## src/core/cswk_pkg.sv

```systemverilog
// package for the selective-wake control block
// assumes a single 125 MHz clock domain
package cswk_pkg;
   localparam int          CLK_MHZ        = 125;
   localparam int          SILENCE_MS     = 600;
   localparam int          SILENCE_CYC    = SILENCE_MS * 1000 * CLK_MHZ;
   localparam logic [2:0]  MODE_OFF       = 3'h0;
   localparam logic [2:0]  MODE_WK        = 3'h1;
   localparam logic [2:0]  MODE_SWK       = 3'h5;
   localparam logic [5:0]  FRAME_ERROR_COUNT_OVF       = 6'h20;
   localparam logic [5:0]  FRAME_ERROR_COUNT_ZERO      = 6'h00;
   localparam logic [1:0]  TRIM_UNLOCK    = 2'h3;
   localparam logic [7:0]  ADDR_MODE      = 8'h00;
   localparam logic [7:0]  ADDR_STATUS    = 8'h04;
   localparam logic [7:0]  ADDR_CFG       = 8'h08;
   localparam logic [7:0]  ADDR_QUANTA    = 8'h0c;
   localparam logic [7:0]  ADDR_SAMPLE    = 8'h10;
   localparam logic [7:0]  ADDR_CNT_HI    = 8'h14;
   localparam logic [7:0]  ADDR_CNT_LO    = 8'h18;
   localparam logic [7:0]  ADDR_TRIM      = 8'h1c;
   localparam logic [7:0]  ADDR_TRIM_OPT  = 8'h20;
   localparam logic [7:0]  ADDR_FD_FILT   = 8'h24;
   localparam logic [5:0]  QUANTA_RST     = 6'h08;
   localparam logic [5:0]  SAMPLE_RST     = 6'h33;
   localparam logic [7:0]  FD_FILT_RST    = 8'h04;
   typedef enum logic [1:0] {
      SBC_NORMAL  = 2'b00,
      SBC_STOP    = 2'b01,
      SBC_SLEEP   = 2'b10,
      SBC_RESTART = 2'b11
   } cswk_sbc_t;
endpackage : cswk_pkg

```

## src/core/cswk_top.sv

```systemverilog
// selective-wake control: mode remap, wake flags, error counter, osc measure
// assumes frame decode events arrive as one-cycle pulses from a CAN decoder
//
// Contract
// - normal restart: off kept, active becomes 001
// - normal restart: selective codes read 101, error set
// - wake frame in sleep: 101, both wake flags
// - counter overflow wake: error set, count 100000
// - failed config: pattern wakes, error flag set
// - plain wake mode: pattern wakes, flags set
// - other wake source: CAN flags clear, mode kept
// - pattern flag follows frame flag only in silent-window
// - fail-safe forces wake mode, selective off
// - CAN wake: restart asleep, interrupt otherwise
// - decoder timing from quanta, sample, receiver select
// - measure pulse length on transmit input
// - trim writes only when unlocked and measuring
// - tolerant mode ignores fast frames, no wake
// - decoder ready again after fast frame end
// - EDL bit classifies frame type
// - fast dominant needs filter minimum length
// - tolerant off: count up errors, down good
// - tolerant on, hold off: down on good
// - tolerant and hold: counter held zero
// - hold bit cleared at silence timeout
// - silence timeout 0.6 to 1.2 seconds
`timescale 1ns/1ps
module cswk_top #(
   parameter int SILENCE_CYCLES = cswk_pkg::SILENCE_CYC
) (
   input  wire logic        clk_i,
   input  wire logic        rst_i,
   input  wire logic [7:0]  addr_i,
   input  wire logic [31:0] wdata_i,
   input  wire logic        wr_i,
   input  wire logic        rd_i,
   output logic      [31:0] rdata_o,
   input  wire logic [1:0]  sbc_mode_i,
   input  wire logic        fail_safe_i,
   input  wire logic        other_wake_i,
   input  wire logic        bus_active_i,
   input  wire logic        can_transmit_input_i,
   input  wire logic        wake_pattern_i,
   input  wire logic        frame_done_i,
   input  wire logic        frame_ok_i,
   input  wire logic        frame_match_i,
   input  wire logic        edl_bit_i,
   input  wire logic        frame_eof_i,
   input  wire logic [7:0]  dominant_len_i,
   output logic             restart_req_o,
   output logic             wake_irq_o,
   output logic             decoder_busy_o,
   output logic             fast_dominant_o,
   output logic [5:0]       quanta_per_bit_o,
   output logic [5:0]       sample_point_setting_o,
   output logic [1:0]       recovery_clock_select_o,
   output logic             wake_receiver_select_o,
   output logic [2:0]       can_mode_o
);
   logic [2:0]  mode_r;
   logic        swk_config_error_flag_r;
   logic        can_wake_flag_r;
   logic        wake_pattern_flag_r;
   logic        wake_frame_flag_r;
   logic        silence_flag_r;
   logic [5:0]  frame_error_count_r;
   logic        fd_tolerant_enable_r;
   logic        error_count_hold_r;
   logic        osc_measure_enable_r;
   logic [1:0]  trim_unlock_r;
   logic [7:0]  osc_trim_value_r;
   logic [7:0]  osc_trim_option_r;
   logic [7:0]  fd_filter_r;
   logic [15:0] osc_count_r;
   logic [15:0] osc_run_r;
   logic        txd_d_r;
   logic [31:0] silence_cnt_r;
   logic        fd_skip_r;
   logic [1:0]  sbc_prev_r;
   logic        hold_clr_r;
   logic        wake_ev;
   logic        silence_hit;
   logic        trim_open;
   logic        good_frame;
   logic        bad_frame;
   cswk_pkg::cswk_sbc_t sbc;

   assign sbc         = cswk_pkg::cswk_sbc_t'(sbc_mode_i);
   assign silence_hit = (silence_cnt_r == SILENCE_CYCLES - 1);
   assign trim_open   = (trim_unlock_r == cswk_pkg::TRIM_UNLOCK) && osc_measure_enable_r;

   function automatic logic is_swk(input logic [2:0] m);
      is_swk = m[2] && (m != 3'h4);
   endfunction : is_swk

   function automatic logic wr_at(input logic [7:0] a);
      wr_at = wr_i && (addr_i == a);
   endfunction : wr_at

   // frames while the decoder is active; fast frames skipped when tolerant
   assign good_frame = frame_done_i && !fd_skip_r && frame_ok_i && !edl_bit_i;
   assign bad_frame  = frame_done_i && !fd_skip_r && (!frame_ok_i || edl_bit_i)
                       && !fd_tolerant_enable_r;

   // fast-frame skip: set on EDL=1 in tolerant mode, cleared at its end of frame
   always_ff @(posedge clk_i or posedge rst_i) begin
      if (rst_i) begin
         fd_skip_r <= 1'b0;
      end else if (fd_skip_r && frame_eof_i) begin
         fd_skip_r <= 1'b0;
      end else if (fd_tolerant_enable_r && edl_bit_i && frame_done_i) begin
         fd_skip_r <= 1'b1;
      end
   end

   always_ff @(posedge clk_i or posedge rst_i) begin
      if (rst_i) begin
         fast_dominant_o <= 1'b0;
         decoder_busy_o  <= 1'b0;
      end else begin
         fast_dominant_o <= fd_tolerant_enable_r && (dominant_len_i >= fd_filter_r);
         decoder_busy_o  <= fd_skip_r;
      end
   end

   // silence timer
   always_ff @(posedge clk_i or posedge rst_i) begin
      if (rst_i) begin
         silence_cnt_r  <= 32'h0;
         silence_flag_r <= 1'b0;
      end else if (bus_active_i) begin
         silence_cnt_r  <= 32'h0;
         silence_flag_r <= 1'b0;
      end else if (silence_hit) begin
         silence_flag_r <= 1'b1;
      end else begin
         silence_cnt_r <= silence_cnt_r + 32'h1;
      end
   end

   always_ff @(posedge clk_i or posedge rst_i) begin
      if (rst_i) begin
         hold_clr_r <= 1'b0;
      end else begin
         hold_clr_r <= silence_hit && !silence_flag_r && !bus_active_i;
      end
   end

   // error counter
   always_ff @(posedge clk_i or posedge rst_i) begin
      if (rst_i) begin
         frame_error_count_r <= cswk_pkg::FRAME_ERROR_COUNT_ZERO;
      end else if (fd_tolerant_enable_r && error_count_hold_r) begin
         frame_error_count_r <= cswk_pkg::FRAME_ERROR_COUNT_ZERO;
      end else if (bad_frame && frame_error_count_r != cswk_pkg::FRAME_ERROR_COUNT_OVF) begin
         frame_error_count_r <= frame_error_count_r + 6'h1;
      end else if ((good_frame || (fd_tolerant_enable_r && frame_eof_i && fd_skip_r))
                   && frame_error_count_r != cswk_pkg::FRAME_ERROR_COUNT_ZERO
                   && frame_error_count_r != cswk_pkg::FRAME_ERROR_COUNT_OVF) begin
         frame_error_count_r <= frame_error_count_r - 6'h1;
      end
   end

   // oscillator measure
   always_ff @(posedge clk_i or posedge rst_i) begin
      if (rst_i) begin
         txd_d_r     <= 1'b1;
         osc_run_r   <= 16'h0;
         osc_count_r <= 16'h0;
      end else begin
         txd_d_r <= can_transmit_input_i;
         if (osc_measure_enable_r && mode_r == cswk_pkg::MODE_OFF) begin
            if (!can_transmit_input_i) begin
               osc_run_r <= osc_run_r + 16'h1;
            end else if (!txd_d_r) begin
               osc_count_r <= osc_run_r;
               osc_run_r   <= 16'h0;
            end
         end
      end
   end

   // wake and mode control
   assign wake_ev = (sbc != cswk_pkg::SBC_RESTART) && (
      (is_swk(mode_r) && !swk_config_error_flag_r && frame_done_i && frame_match_i
       && frame_ok_i && !edl_bit_i && !fd_skip_r)
      || (is_swk(mode_r) && !swk_config_error_flag_r
          && frame_error_count_r == cswk_pkg::FRAME_ERROR_COUNT_OVF)
      || (mode_r != cswk_pkg::MODE_OFF && mode_r != 3'h4 && wake_pattern_i
          && (!is_swk(mode_r) || swk_config_error_flag_r)));

   always_ff @(posedge clk_i or posedge rst_i) begin
      if (rst_i) begin
         mode_r                  <= cswk_pkg::MODE_OFF;
         swk_config_error_flag_r <= 1'b0;
         can_wake_flag_r         <= 1'b0;
         wake_pattern_flag_r     <= 1'b0;
         wake_frame_flag_r       <= 1'b0;
         sbc_prev_r              <= 2'b00;
         restart_req_o           <= 1'b0;
         wake_irq_o              <= 1'b0;
      end else begin
         sbc_prev_r    <= sbc_mode_i;
         restart_req_o <= 1'b0;
         wake_irq_o    <= 1'b0;
         if (wr_at(cswk_pkg::ADDR_MODE)) begin
            mode_r <= wdata_i[2:0];
         end
         if (wr_at(cswk_pkg::ADDR_STATUS)) begin
            if (wdata_i[0]) swk_config_error_flag_r <= 1'b0;
            if (wdata_i[1]) can_wake_flag_r <= 1'b0;
            if (wdata_i[2]) wake_pattern_flag_r <= 1'b0;
            if (wdata_i[3]) wake_frame_flag_r <= 1'b0;
         end
         if (fail_safe_i) begin
            mode_r <= cswk_pkg::MODE_WK;
         end else if (sbc == cswk_pkg::SBC_RESTART
                      && sbc_prev_r == 2'(cswk_pkg::SBC_NORMAL)) begin
            if (is_swk(mode_r)) begin
               mode_r                  <= cswk_pkg::MODE_SWK;
               swk_config_error_flag_r <= 1'b1;
            end else if (mode_r[2:1] == 2'b01) begin
               mode_r <= cswk_pkg::MODE_WK;
            end
         end
         if (wake_ev) begin
            can_wake_flag_r <= 1'b1;
            if (sbc == cswk_pkg::SBC_SLEEP) begin
               restart_req_o <= 1'b1;
            end else begin
               wake_irq_o <= 1'b1;
            end
            if (wake_pattern_i) begin
               wake_pattern_flag_r <= 1'b1;
            end
            if (is_swk(mode_r) && !swk_config_error_flag_r) begin
               if (frame_error_count_r == cswk_pkg::FRAME_ERROR_COUNT_OVF) begin
                  swk_config_error_flag_r <= 1'b1;
               end else begin
                  wake_frame_flag_r <= 1'b1;
                  if (silence_flag_r) wake_pattern_flag_r <= 1'b1;
               end
            end
         end
         // other wake sources leave CAN flags and mode alone
         if (other_wake_i && sbc == cswk_pkg::SBC_SLEEP) begin
            restart_req_o <= 1'b1;
         end
      end
   end

   // configuration registers
   always_ff @(posedge clk_i or posedge rst_i) begin
      if (rst_i) begin
         fd_tolerant_enable_r    <= 1'b0;
         error_count_hold_r      <= 1'b0;
         osc_measure_enable_r    <= 1'b0;
         trim_unlock_r           <= 2'h0;
         wake_receiver_select_o  <= 1'b0;
         recovery_clock_select_o <= 2'h0;
      end else begin
         if (wr_at(cswk_pkg::ADDR_CFG)) begin
            fd_tolerant_enable_r    <= wdata_i[0];
            error_count_hold_r      <= wdata_i[1];
            osc_measure_enable_r    <= wdata_i[2];
            trim_unlock_r           <= wdata_i[4:3];
            wake_receiver_select_o  <= wdata_i[5];
            recovery_clock_select_o <= wdata_i[7:6];
         end
         if (hold_clr_r) begin
            error_count_hold_r <= 1'b0;
         end
      end
   end

   always_ff @(posedge clk_i or posedge rst_i) begin
      if (rst_i) begin
         quanta_per_bit_o       <= cswk_pkg::QUANTA_RST;
         sample_point_setting_o <= cswk_pkg::SAMPLE_RST;
         fd_filter_r            <= cswk_pkg::FD_FILT_RST;
         osc_trim_value_r       <= 8'h0;
         osc_trim_option_r      <= 8'h0;
      end else begin
         if (wr_at(cswk_pkg::ADDR_QUANTA)) quanta_per_bit_o <= wdata_i[5:0];
         if (wr_at(cswk_pkg::ADDR_SAMPLE)) sample_point_setting_o <= wdata_i[5:0];
         if (wr_at(cswk_pkg::ADDR_FD_FILT)) fd_filter_r <= wdata_i[7:0];
         if (wr_at(cswk_pkg::ADDR_TRIM) && trim_open) osc_trim_value_r <= wdata_i[7:0];
         if (wr_at(cswk_pkg::ADDR_TRIM_OPT) && trim_open) begin
            osc_trim_option_r <= wdata_i[7:0];
         end
      end
   end

   always_ff @(posedge clk_i or posedge rst_i) begin
      if (rst_i) begin
         can_mode_o <= cswk_pkg::MODE_OFF;
      end else begin
         can_mode_o <= mode_r;
      end
   end

   // read port
   always_ff @(posedge clk_i or posedge rst_i) begin
      if (rst_i) begin
         rdata_o <= 32'h0;
      end else if (rd_i) begin
         if (addr_i == cswk_pkg::ADDR_MODE) begin
            rdata_o <= {29'h0, mode_r};
         end else if (addr_i == cswk_pkg::ADDR_STATUS) begin
            rdata_o <= {21'h0, frame_error_count_r, silence_flag_r, wake_frame_flag_r,
                        wake_pattern_flag_r, can_wake_flag_r, swk_config_error_flag_r};
         end else if (addr_i == cswk_pkg::ADDR_CFG) begin
            rdata_o <= {24'h0, recovery_clock_select_o, wake_receiver_select_o,
                        trim_unlock_r, osc_measure_enable_r, error_count_hold_r,
                        fd_tolerant_enable_r};
         end else if (addr_i == cswk_pkg::ADDR_QUANTA) begin
            rdata_o <= {26'h0, quanta_per_bit_o};
         end else if (addr_i == cswk_pkg::ADDR_SAMPLE) begin
            rdata_o <= {26'h0, sample_point_setting_o};
         end else if (addr_i == cswk_pkg::ADDR_CNT_HI) begin
            rdata_o <= {24'h0, osc_count_r[15:8]};
         end else if (addr_i == cswk_pkg::ADDR_CNT_LO) begin
            rdata_o <= {24'h0, osc_count_r[7:0]};
         end else if (addr_i == cswk_pkg::ADDR_TRIM) begin
            rdata_o <= {24'h0, osc_trim_value_r};
         end else if (addr_i == cswk_pkg::ADDR_TRIM_OPT) begin
            rdata_o <= {24'h0, osc_trim_option_r};
         end else if (addr_i == cswk_pkg::ADDR_FD_FILT) begin
            rdata_o <= {24'h0, fd_filter_r};
         end else begin
            rdata_o <= 32'h0;
         end
      end else begin
         rdata_o <= 32'h0;
      end
   end
endmodule : cswk_top

```

## config.mk

```make
export PLATFORM = sky130hd
export DESIGN_NAME = cswk_top
export DESIGN_NICKNAME = d
export VERILOG_FILES = /design/src/core/cswk_pkg.sv /design/src/core/cswk_top.sv
export SDC_FILE = /design/constraint.sdc
export NUM_CORES = 1
export LEC_CHECK = 0
export BUFFER_PORTS_ARGS = -buffer_cell sky130_fd_sc_hd__buf_2
export CAP_MARGIN = 20
export CORE_UTILIZATION = 47
export CTS_CLUSTER_SIZE = 25
export DETAILED_ROUTE_END_ITERATION = 8
export PLACE_DENSITY = 0.68
export SLEW_MARGIN = 0
export SYNTH_ARGS = -nofsm -noshare
export SYNTH_HDL_FRONTEND = slang
export SYNTH_SLANG_ARGS = --single-unit
```

## constraint.sdc

```tcl
create_clock -name clk_i -period 12.6 [get_ports clk_i]
set_input_delay 1.26 -clock clk_i [delete_from_list [all_inputs] [get_ports clk_i]]
set_output_delay 1.26 -clock clk_i [all_outputs]
set_load 0.02 [all_outputs]
```

==> results of run 1 <==
-- sequential cells by signal (all words and copies together) (netlist names), 2 cells and up --
signal	count
recovery_clock_select_o	2
osc_count_r	16
trim_unlock_r	2
sbc_prev_r	2
sample_point_setting_o	6
osc_trim_value_r	8
osc_run_r	16
osc_trim_option_r	8
quanta_per_bit_o	6
frame_error_count_r	6
fd_filter_r	8
silence_cnt_r	32
rdata_o	11
mode_r	3
can_mode_o	3
-- stage by stage --
step	cell area [µm²]	util, %	setup WS, ps	total power [µW]	hold slack [ps]
after floorplan	7640	-	7460	611	375
after global placement	8030	50.7	8860	645	383
after detailed placement	8030	50.7	8830	649	390
after CTS	8680	54.8	9300	1210	398
after global routing	8680	54.8	9160	1250	419
final	8680	54.8	9210	1200	392
-- power groups by stage --
stage               Sequential [µW]  Clock [µW]  Combinational (µW)
global route                    507         585                 156
detailed placement              513           0                 136
finish                          506         555                 136
global placement                513           0                 131
CTS                             506         565                 137
floorplan                       509           0                 103
-- how the worst min path moves through the flow --
stage	end	slack [ps]	depth (start not counted)	start
after floorplan	error_count_hold_r	380	1	hold_clr_r
after global placement	error_count_hold_r	380	1	hold_clr_r
after detailed placement	error_count_hold_r	390	1	hold_clr_r
after CTS	error_count_hold_r	400	1	hold_clr_r
after global routing	error_count_hold_r	420	1	hold_clr_r
final	error_count_hold_r	390	1	hold_clr_r
-- cell usage after synthesis, drive strengths merged (4+ instances only) --
master	n	area share, %
o22ai	9	0.74
a21oi	35	2.3
ha	14	2.3
o211ai	4	0.40
dfstp	7	2.4
nor3	21	1.7
and4	4	0.50
xor2	23	2.7
nor4	5	0.61
nand4	15	1.3
mux2	47	7.0
xnor2	17	2.0
nand2b	5	0.41
and2	9	0.74
nor3b	4	0.40
inv	26	1.3
nand2	86	4.3
nor2	64	3.2
nor4b	8	1.0
a21o	7	0.69
or3	10	0.83
nand3	36	2.4
a22o	7	0.81
clkbuf	18	0.91
dfrtp	138	46
a211oi	4	0.40
or4	4	0.40
o21ai	30	2.0
mux2i	9	1.2
buf	33	2.9
a221oi	6	0.69
a31oi	6	0.50
nor2b	11	0.91
and3	11	0.91
-- final cells by class --
| type | instances | area (µm²) |
|---|---|---|
| fillers | 1419 | 7150 |
| inverters | 26 | 103 |
| clock inverters | 10 | 180 |
| flip-flops and latches | 145 | 3640 |
| clock buffers | 22 | 474 |
| multi-input cells | 563 | 3630 |
| repair buffers | 76 | 390 |
| well taps | 216 | 270 |
-- cell families (layout without fill, tap and decap cells) --
| group | Yosys count | in the layout | share of synthesized area [%] |
|---|---|---|---|
| and+or+nand+nor | 302 | 302 | 20.5 |
| DFF | 145 | 145 | 48.1 |
| AOI/OAI and AO/OA | 129 | 129 | 10.9 |
| buffers and inverters | 77 | 134 | 5.08 |
| muxes | 56 | 56 | 8.18 |
| xor gates and xnor gates | 40 | 40 | 4.63 |
| adders and majority gates | 15 | 15 | 2.58 |
| other | 1 | 21 | 0.0496 |
-- layer usage --
layer | GRT usage [%] | vias to the layer above | share of wire, %
li1 | - | 2801 | -
met3 | 6.32 | 28 | 6.5
met4 | 9.27 | 0 | 1.9
met2 | 36.6 | 195 | 47
met5 | 0 | - | 0
met1 | 31.6 | 2858 | 45
-- critical path: stages --
cell and delay (ps):
buf_2 200, nor4b_2 750, and2_1 310, nor2b_1 750
mux2_2 420
==> results.yml, run 1 <==
status:
  status: "complete, no violations"
yosys:
  synth-seq-cells: 145
  syn_inst: 765
  seq_area_frac_synth_pct: 48.1
  netlist_area_mm2: 0.00757
  postSynth.asyncResetShare_pct: 100
  synth_edf_count: 0
  ys_types: 62
  synth_ff_type: "dfrtp_1"
  syn_area_per_cell_um2: 9.89
  yosysWarnings: 0
global_route:
  antenna_found_initial: 0
  grt_max_degree: 82
  grt_pass1_wl_um: 29700
  grt.total_usage_pct: 23.6
  overflow: 0
  first_global_vias: 5688
sta:
  fmax_mhz: 295
  hold_viol: 0
  fin_tns_setup_ps: 0
  clock_skew_ps: 6.88
  setup_viol: 0
  worstMarginPinSlew_ps: 948
  period_minus_slack_ps: 3390
  max-slew-margin-rel_pct: 35.9
  drv_slew: 0
  period_share_pct: 26.9
  rsz0062_at_grt: "false"
finish:
  layout_commonest_cell: "dfrtp_1"
  final_cell_mix: "138 x dfrtp_1, 86 x nand2_1, 72 x buf_2"
  finalNonFillerCells: 1058
  num_antenna_cells: 0
  drive_above_1_share_pct: 20.7
  area_growth_pct: 14.7
  nets: 908
power_and_ir_drop:
  p_int_uw: 904
  p_clk_share_pct: 46.3
  switchingPower_uw: 294
  netSwitchingFraction_pct: 24.5
  cellPowerDensity_mw_per_mm2: 138
  combPwrFrac_pct: 11.4
  seqPwrFrac_pct: 42.3
  vdd_drop_max_mv: 0.0998
  cellLeakagePower_uw: 0.00401
flow_run:
  maxCapViolCount: 0
die:
  start_util_pct: 47.8
  fp-row-count: 46
  io_pins: 118
  die_x_um: 129
  coreArea_mm2: 0.0158
  die_area_mm2: 0.0166
  die_h_um: 129
route:
  routed_wirelength_um: 18200
  ant_nets: 0
  drcViolationCount: 0
  drtPass1Iterations: 5
  vias: 5882
  via_per_inst: 5.56
  wire_per_inst_um: 17.2
  drtIter0Drc: 609
critical_path:
  path_max_fanout: 14
  r2r_slack_ps: 9780
  startpoint_type: "input port"
  criticalPathCategory: "in -> reg"
  rr_worst_depth: 10
  setup.worst_path.end_class: "register"
  crit_end: "osc_trim_option_r[5]"
  required_ps: 12910
  arrival_ps: 3700
  reg2reg_from: "frame_error_count_r[0]"
  crit_path_start: "addr_i[4]"
  r2r_end: "frame_error_count_r[5]"
cts:
  clk_path_buf_depth: 2
  numCtsBuffers: 17
  clock_latency_ps: 430
  cts_root_buffer: "clkbuf_16"
  clock-sinks: 145
  htreeDepth: 4
  cts_tree: "yes"
  ctsHoldBuffers: 0
  clk_pin_slew_ps: 60
  post_cts_buffers: 0
  cts_resized: 0
hold_path:
  min_path_type: "reg -> reg"
place:
  dp_cells: 1026
  place_congestion: 0.914
  portBuffers: 72
  dp_hpwl_um: 12700
Power figures use the tool's default switching activity.
==> inputs of run 2 (changes only) <==
==> constraint.sdc (replaced) <==
create_clock -name clk_i -period 3.2 [get_ports clk_i]
set_input_delay 0.32 -clock clk_i [delete_from_list [all_inputs] [get_ports clk_i]]
set_output_delay 0.32 -clock clk_i [all_outputs]
set_load 0.02 [all_outputs]
==> run 2 against run 1 <==
  * Design area up 0.61%
  * Clock skew up 5.5 ps
  * Clock power rose to 3.9 times the previous value
  * Power rose to 3.9 times the previous value
  * Critical endpoint is now frame_error_count_r[5]
  * Largest cell class unchanged
==> results.yml, run 2 (same netlist as run 1, synthesis figures left out) <==
sta:
  period_share_pct: 86.8
  clock_skew_ps: 12.4
  period_minus_slack_ps: 2780
  max-slew-margin-rel_pct: 47.9
  rsz0062_at_grt: "false"
  hold_viol: 0
  fmax_mhz: 360
  drv_slew: 0
  worstMarginPinSlew_ps: 777
  setup_viol: 0
  fin_tns_setup_ps: 0
finish:
  largest_reg_flops: 32
  final_cell_mix: "138 x dfrtp_1, 86 x nand2_1, 72 x buf_2"
  largestRegisters: "silence_cnt_r (32), osc_count_r (16), osc_run_r (16)"
  regMostFlops: "silence_cnt_r"
  area_growth_pct: 15.4
  nets: 916
  drive_above_1_share_pct: 21.6
  num_antenna_cells: 0
  layout_commonest_cell: "dfrtp_1"
route:
  drcViolationCount: 0
  ant_nets: 0
  drtIter0Drc: 458
  wl_met3_um: 976
  top_layer: "met4"
  via_per_inst: 5.58
  wire_per_inst_um: 17.1
  drtPass1Iterations: 5
  met2_length_um: 8360
  vias: 5952
  wl_met1_um: 8530
  routed_wirelength_um: 18200
die:
  fp-row-count: 46
  io_pins: 118
  die_x_um: 129
  start_util_pct: 47.8
  die_area_mm2: 0.0166
  coreArea_mm2: 0.0158
  die_h_um: 129
cts:
  clk_pin_slew_ps: 60
  numCtsBuffers: 17
  htreeDepth: 4
  ctsHoldBuffers: 0
  cts_root_buffer: "clkbuf_16"
  clk_path_buf_depth: 2
  post_cts_buffers: 0
  clock_latency_ps: 430
  clock-sinks: 145
  cts_tree: "yes"
  cts_resized: 0
critical_path:
  path_cells: "nor4_1 > nand3_1 > nand2_1 > ha_1 > a21o_1 > a21oi_1 > o21ai_0 > nor2_1 > a211oi_1 > a221oi_1"
  cp_num_buf_inv: 0
  path_max_fanout: 6
  required_ps: 3530
  r2r_slack_ps: 420
  criticalPathCategory: "reg -> reg"
  critical-path-max-stage-delay_ps: 460
  arrival_ps: 3110
  setup.worst_path.end_class: "register"
  path_delay_family: "simple AND/OR/NAND/NOR gates"
  cp_slowest_cell: "nor4_1"
  startpoint_type: "register"
global_route:
  grt_pass1_wl_um: 29900
  antenna_found_initial: 0
  first_global_vias: 5672
  grt.total_usage_pct: 23.6
  overflow: 0
  grt_max_degree: 146
power_and_ir_drop:
  vdd_drop_max_mv: 0.382
  cellPowerDensity_mw_per_mm2: 533
  total_power_uw: 4660
  cellLeakagePower_uw: 0.00404
flow_run:
  maxCapViolCount: 0
status:
  status: "complete, no violations"
place:
  portBuffers: 72
  dp_hpwl_um: 12500
  place_congestion: 0.922
hold_path:
  min_path_type: "in -> reg"
run 2: cell types whose count changed in the layout (fill, tap and decap cells not counted):
cell	delta
buf_12	+1
buf_4	+7
bufinv_16	-1
clkbuf_1	-2
clkbuf_8	-1
clkinvlp_4	+3
inv_6	+1
run 2: through the flow:
step / std cells / setup slack (ps) / hold WS (ps) / utilization [%] / cell area (µm²)
finish: 1066 / 423 / 39.0 / 55.2 / 8730
global placement: 1034 / 517 / 379 / 51.2 / 8100
detailed placement: 1034 / 474 / 389 / 51.2 / 8100
global route: 1066 / 198 / 33.7 / 55.2 / 8730
CTS: 1066 / 433 / 20.3 / 55.2 / 8730
floorplan: 785 / 838 / 324 / - / 7650
run 2: area by class of cell:
cell class / instances / area [µm²]
fillers: 1393 / 7090
flip-flops and latches: 145 / 3640
multi-input cells: 563 / 3630
repair buffers: 84 / 463
clock buffers: 19 / 453
well taps: 216 / 270
clock inverters: 13 / 183
inverters: 26 / 101
run 2: report_power, final:
group | internal (µW) | leakage [µW] | switching (µW)
clock | 1340 | 0.000302 | 793
sequential | 1910 | 0.00194 | 79.1
combinational | 217 | 0.00179 | 316
total | 3470 | 0.00404 | 1190
run 2: layer usage:
metal	vias up	global-route usage, %
li1	2814	-
met4	0	9.00
met5	-	0
met2	184	36.2
met3	30	5.86
met1	2924	32.4
run 2: path summary, 6_finish.rpt:
path	from	end	cells past startpoint
worst max-delay path	frame_error_count_r[0]	frame_error_count_r[5]	10
worst min-delay path	can_transmit_input_i	txd_d_r	1
worst max register to register	frame_error_count_r[0]	frame_error_count_r[5]	10
worst min register to register	hold_clr_r	error_count_hold_r	1
max in group asynchronous	rst_i	fd_filter_r[3]	3
min in group asynchronous	rst_i	osc_run_r[4]	3
==> inputs of run 3 (changes only) <==
--- a/config.mk
+++ b/config.mk
@@ -11,6 +11,7 @@
 export CTS_CLUSTER_SIZE = 25
 export DETAILED_ROUTE_END_ITERATION = 8
 export PLACE_DENSITY = 0.68
+export RECOVER_POWER = 100
 export SLEW_MARGIN = 0
 export SYNTH_ARGS = -nofsm -noshare
 export SYNTH_HDL_FRONTEND = slang
==> run 3 against run 2 <==
  * Power fell by 0.18%
  * Non-clock buffer count did not move
  * The run now ends with max-capacitance violations, max-slew violations left
  * Design area fell by 1.2%
==> results.yml, run 3 (same netlist as run 1, synthesis figures left out) <==
route:
  routed_wirelength_um: 18300
  via_per_inst: 5.56
  vias: 5922
  drcViolationCount: 0
  drtPass1Iterations: 5
  ant_nets: 0
  wire_per_inst_um: 17.2
  drtIter0Drc: 504
sta:
  max-slew-margin-rel_pct: -28.5
  setup_viol: 0
  worstMarginPinSlew_ps: 1930
  timing.hold.ws_ps: 66.9
  fin_tns_setup_ps: 0
  hold_viol: 0
  rsz0062_at_grt: "false"
  clock_skew_ps: 15.1
  fmax_mhz: 353
  period_minus_slack_ps: 2830
  drv_slew: 181
  period_share_pct: 88.6
critical_path:
  crit_end: "rdata_o[1]"
  crit_path_start: "addr_i[2]"
  setup.worst_path.end_class: "register"
  startpoint_type: "input port"
  criticalPathCategory: "in -> reg"
  path_max_fanout: 35
  rr_worst_depth: 6
  r2r_slack_ps: 400
  arrival_ps: 3120
  r2r_end: "osc_count_r[4]"
  reg2reg_from: "mode_r[1]"
  required_ps: 3490
finish:
  regMostFlops: "silence_cnt_r"
  num_antenna_cells: 0
  largestRegisters: "silence_cnt_r (32), osc_count_r (16), osc_run_r (16)"
  drive_above_1_share_pct: 15.9
  layout_commonest_cell: "dfrtp_1"
  area_growth_pct: 14.0
  largest_reg_flops: 32
  final_cell_mix: "138 x dfrtp_1, 86 x nand2_1, 64 x nor2_1"
  regArea_mm2: 0.00364
  fillers: 1423
  nets: 916
  multi_input_area_mm2: 0.00359
global_route:
  grt_max_degree: 146
  antenna_found_initial: 0
  first_global_vias: 5672
  grt.total_usage_pct: 23.6
  grt_pass1_wl_um: 29900
  overflow: 0
status:
  violations: "max-capacitance violations, max-slew violations"
  status: "finished, violations left"
die:
  io_pins: 118
  die_x_um: 129
  start_util_pct: 47.8
  die_h_um: 129
  die_area_mm2: 0.0166
  fp-row-count: 46
  coreArea_mm2: 0.0158
cts:
  numCtsBuffers: 17
  cts_tree: "yes"
  clock-sinks: 145
  htreeDepth: 4
  clock_latency_ps: 440
  post_cts_buffers: 0
  cts_resized: 0
  clk_pin_slew_ps: 60
  cts_root_buffer: "clkbuf_16"
  clk_path_buf_depth: 2
  ctsHoldBuffers: 0
power_and_ir_drop:
  vdd_drop_max_mv: 0.381
  cellLeakagePower_uw: 0.00385
  p_clk_share_pct: 45.9
  p_int_uw: 3460
  switchingPower_uw: 1190
  seqPwrFrac_pct: 42.7
  netSwitchingFraction_pct: 25.5
  cellPowerDensity_mw_per_mm2: 539
  combPwrFrac_pct: 11.3
place:
  portBuffers: 72
  place_congestion: 0.922
  dp_hpwl_um: 12500
flow_run:
  maxCapViolCount: 2
hold_path:
  min_path_type: "in -> reg"
[run 3: final cells by class]
type                    instances  area share, %
flip-flops and latches        145           42.2
multi-input cells             563           41.7
clock buffers                  19           5.25
repair buffers                 84           4.50
well taps                     216           3.13
clock inverters                13           2.12
inverters                      26           1.18
[run 3: power by group through the flow]
stage | logic (µW) | registers [µW] | clock network (µW)
detailed placement | 534 | 2010 | 0
CTS | 537 | 1980 | 2170
global route | 597 | 1990 | 2250
finish | 527 | 1990 | 2130
floorplan | 404 | 2000 | 0
global placement | 531 | 2010 | 0
[run 3: critical path, stage by stage]
cell and delay, ps:
clkbuf_1 1060, nor4b_1 320, clkbuf_1 280, and2_0 230, o2bb2ai_1 200, o22ai_1 130, a2bb2oi_1 160, o31ai_1 410
[run 3: worst min-delay path by stage]
stage	start	to	slack, ps	depth (start not counted)
2_1_floorplan	can_transmit_input_i	txd_d_r	320	0
3_3_place_gp	hold_clr_r	error_count_hold_r	380	1
3_5_place_dp	hold_clr_r	error_count_hold_r	390	1
4_1_cts	can_transmit_input_i	txd_d_r	20	1
5_1_grt	can_transmit_input_i	txd_d_r	70	1
6_report	can_transmit_input_i	txd_d_r	70	1
[run 3: metrics by stage]
| step | utilization [%] | power [µW] | cells | cell area, µm² | setup WS (ps) |
|---|---|---|---|---|---|
| after floorplan | - | 2410 | 785 | 7650 | 838 |
| after global placement | 51.2 | 2540 | 1034 | 8100 | 517 |
| after detailed placement | 51.2 | 2550 | 1034 | 8100 | 474 |
| after CTS | 55.2 | 4690 | 1066 | 8730 | 433 |
| after global routing | 54.5 | 4840 | 1066 | 8620 | 180 |
| final | 54.5 | 4650 | 1066 | 8620 | 366 |
[run 3: per-layer routing]
layer  global-route usage, %  part of all wire, %  wire length [µm]  vias up
li1                        -                    -                 -     2817
met1                    32.4                   46              8500     2907
met2                    36.2                   46              8450      169
met3                    5.86                  5.3               973       29
met4                    9.00                  2.0               372        0
met5                       0                    0                 0        -
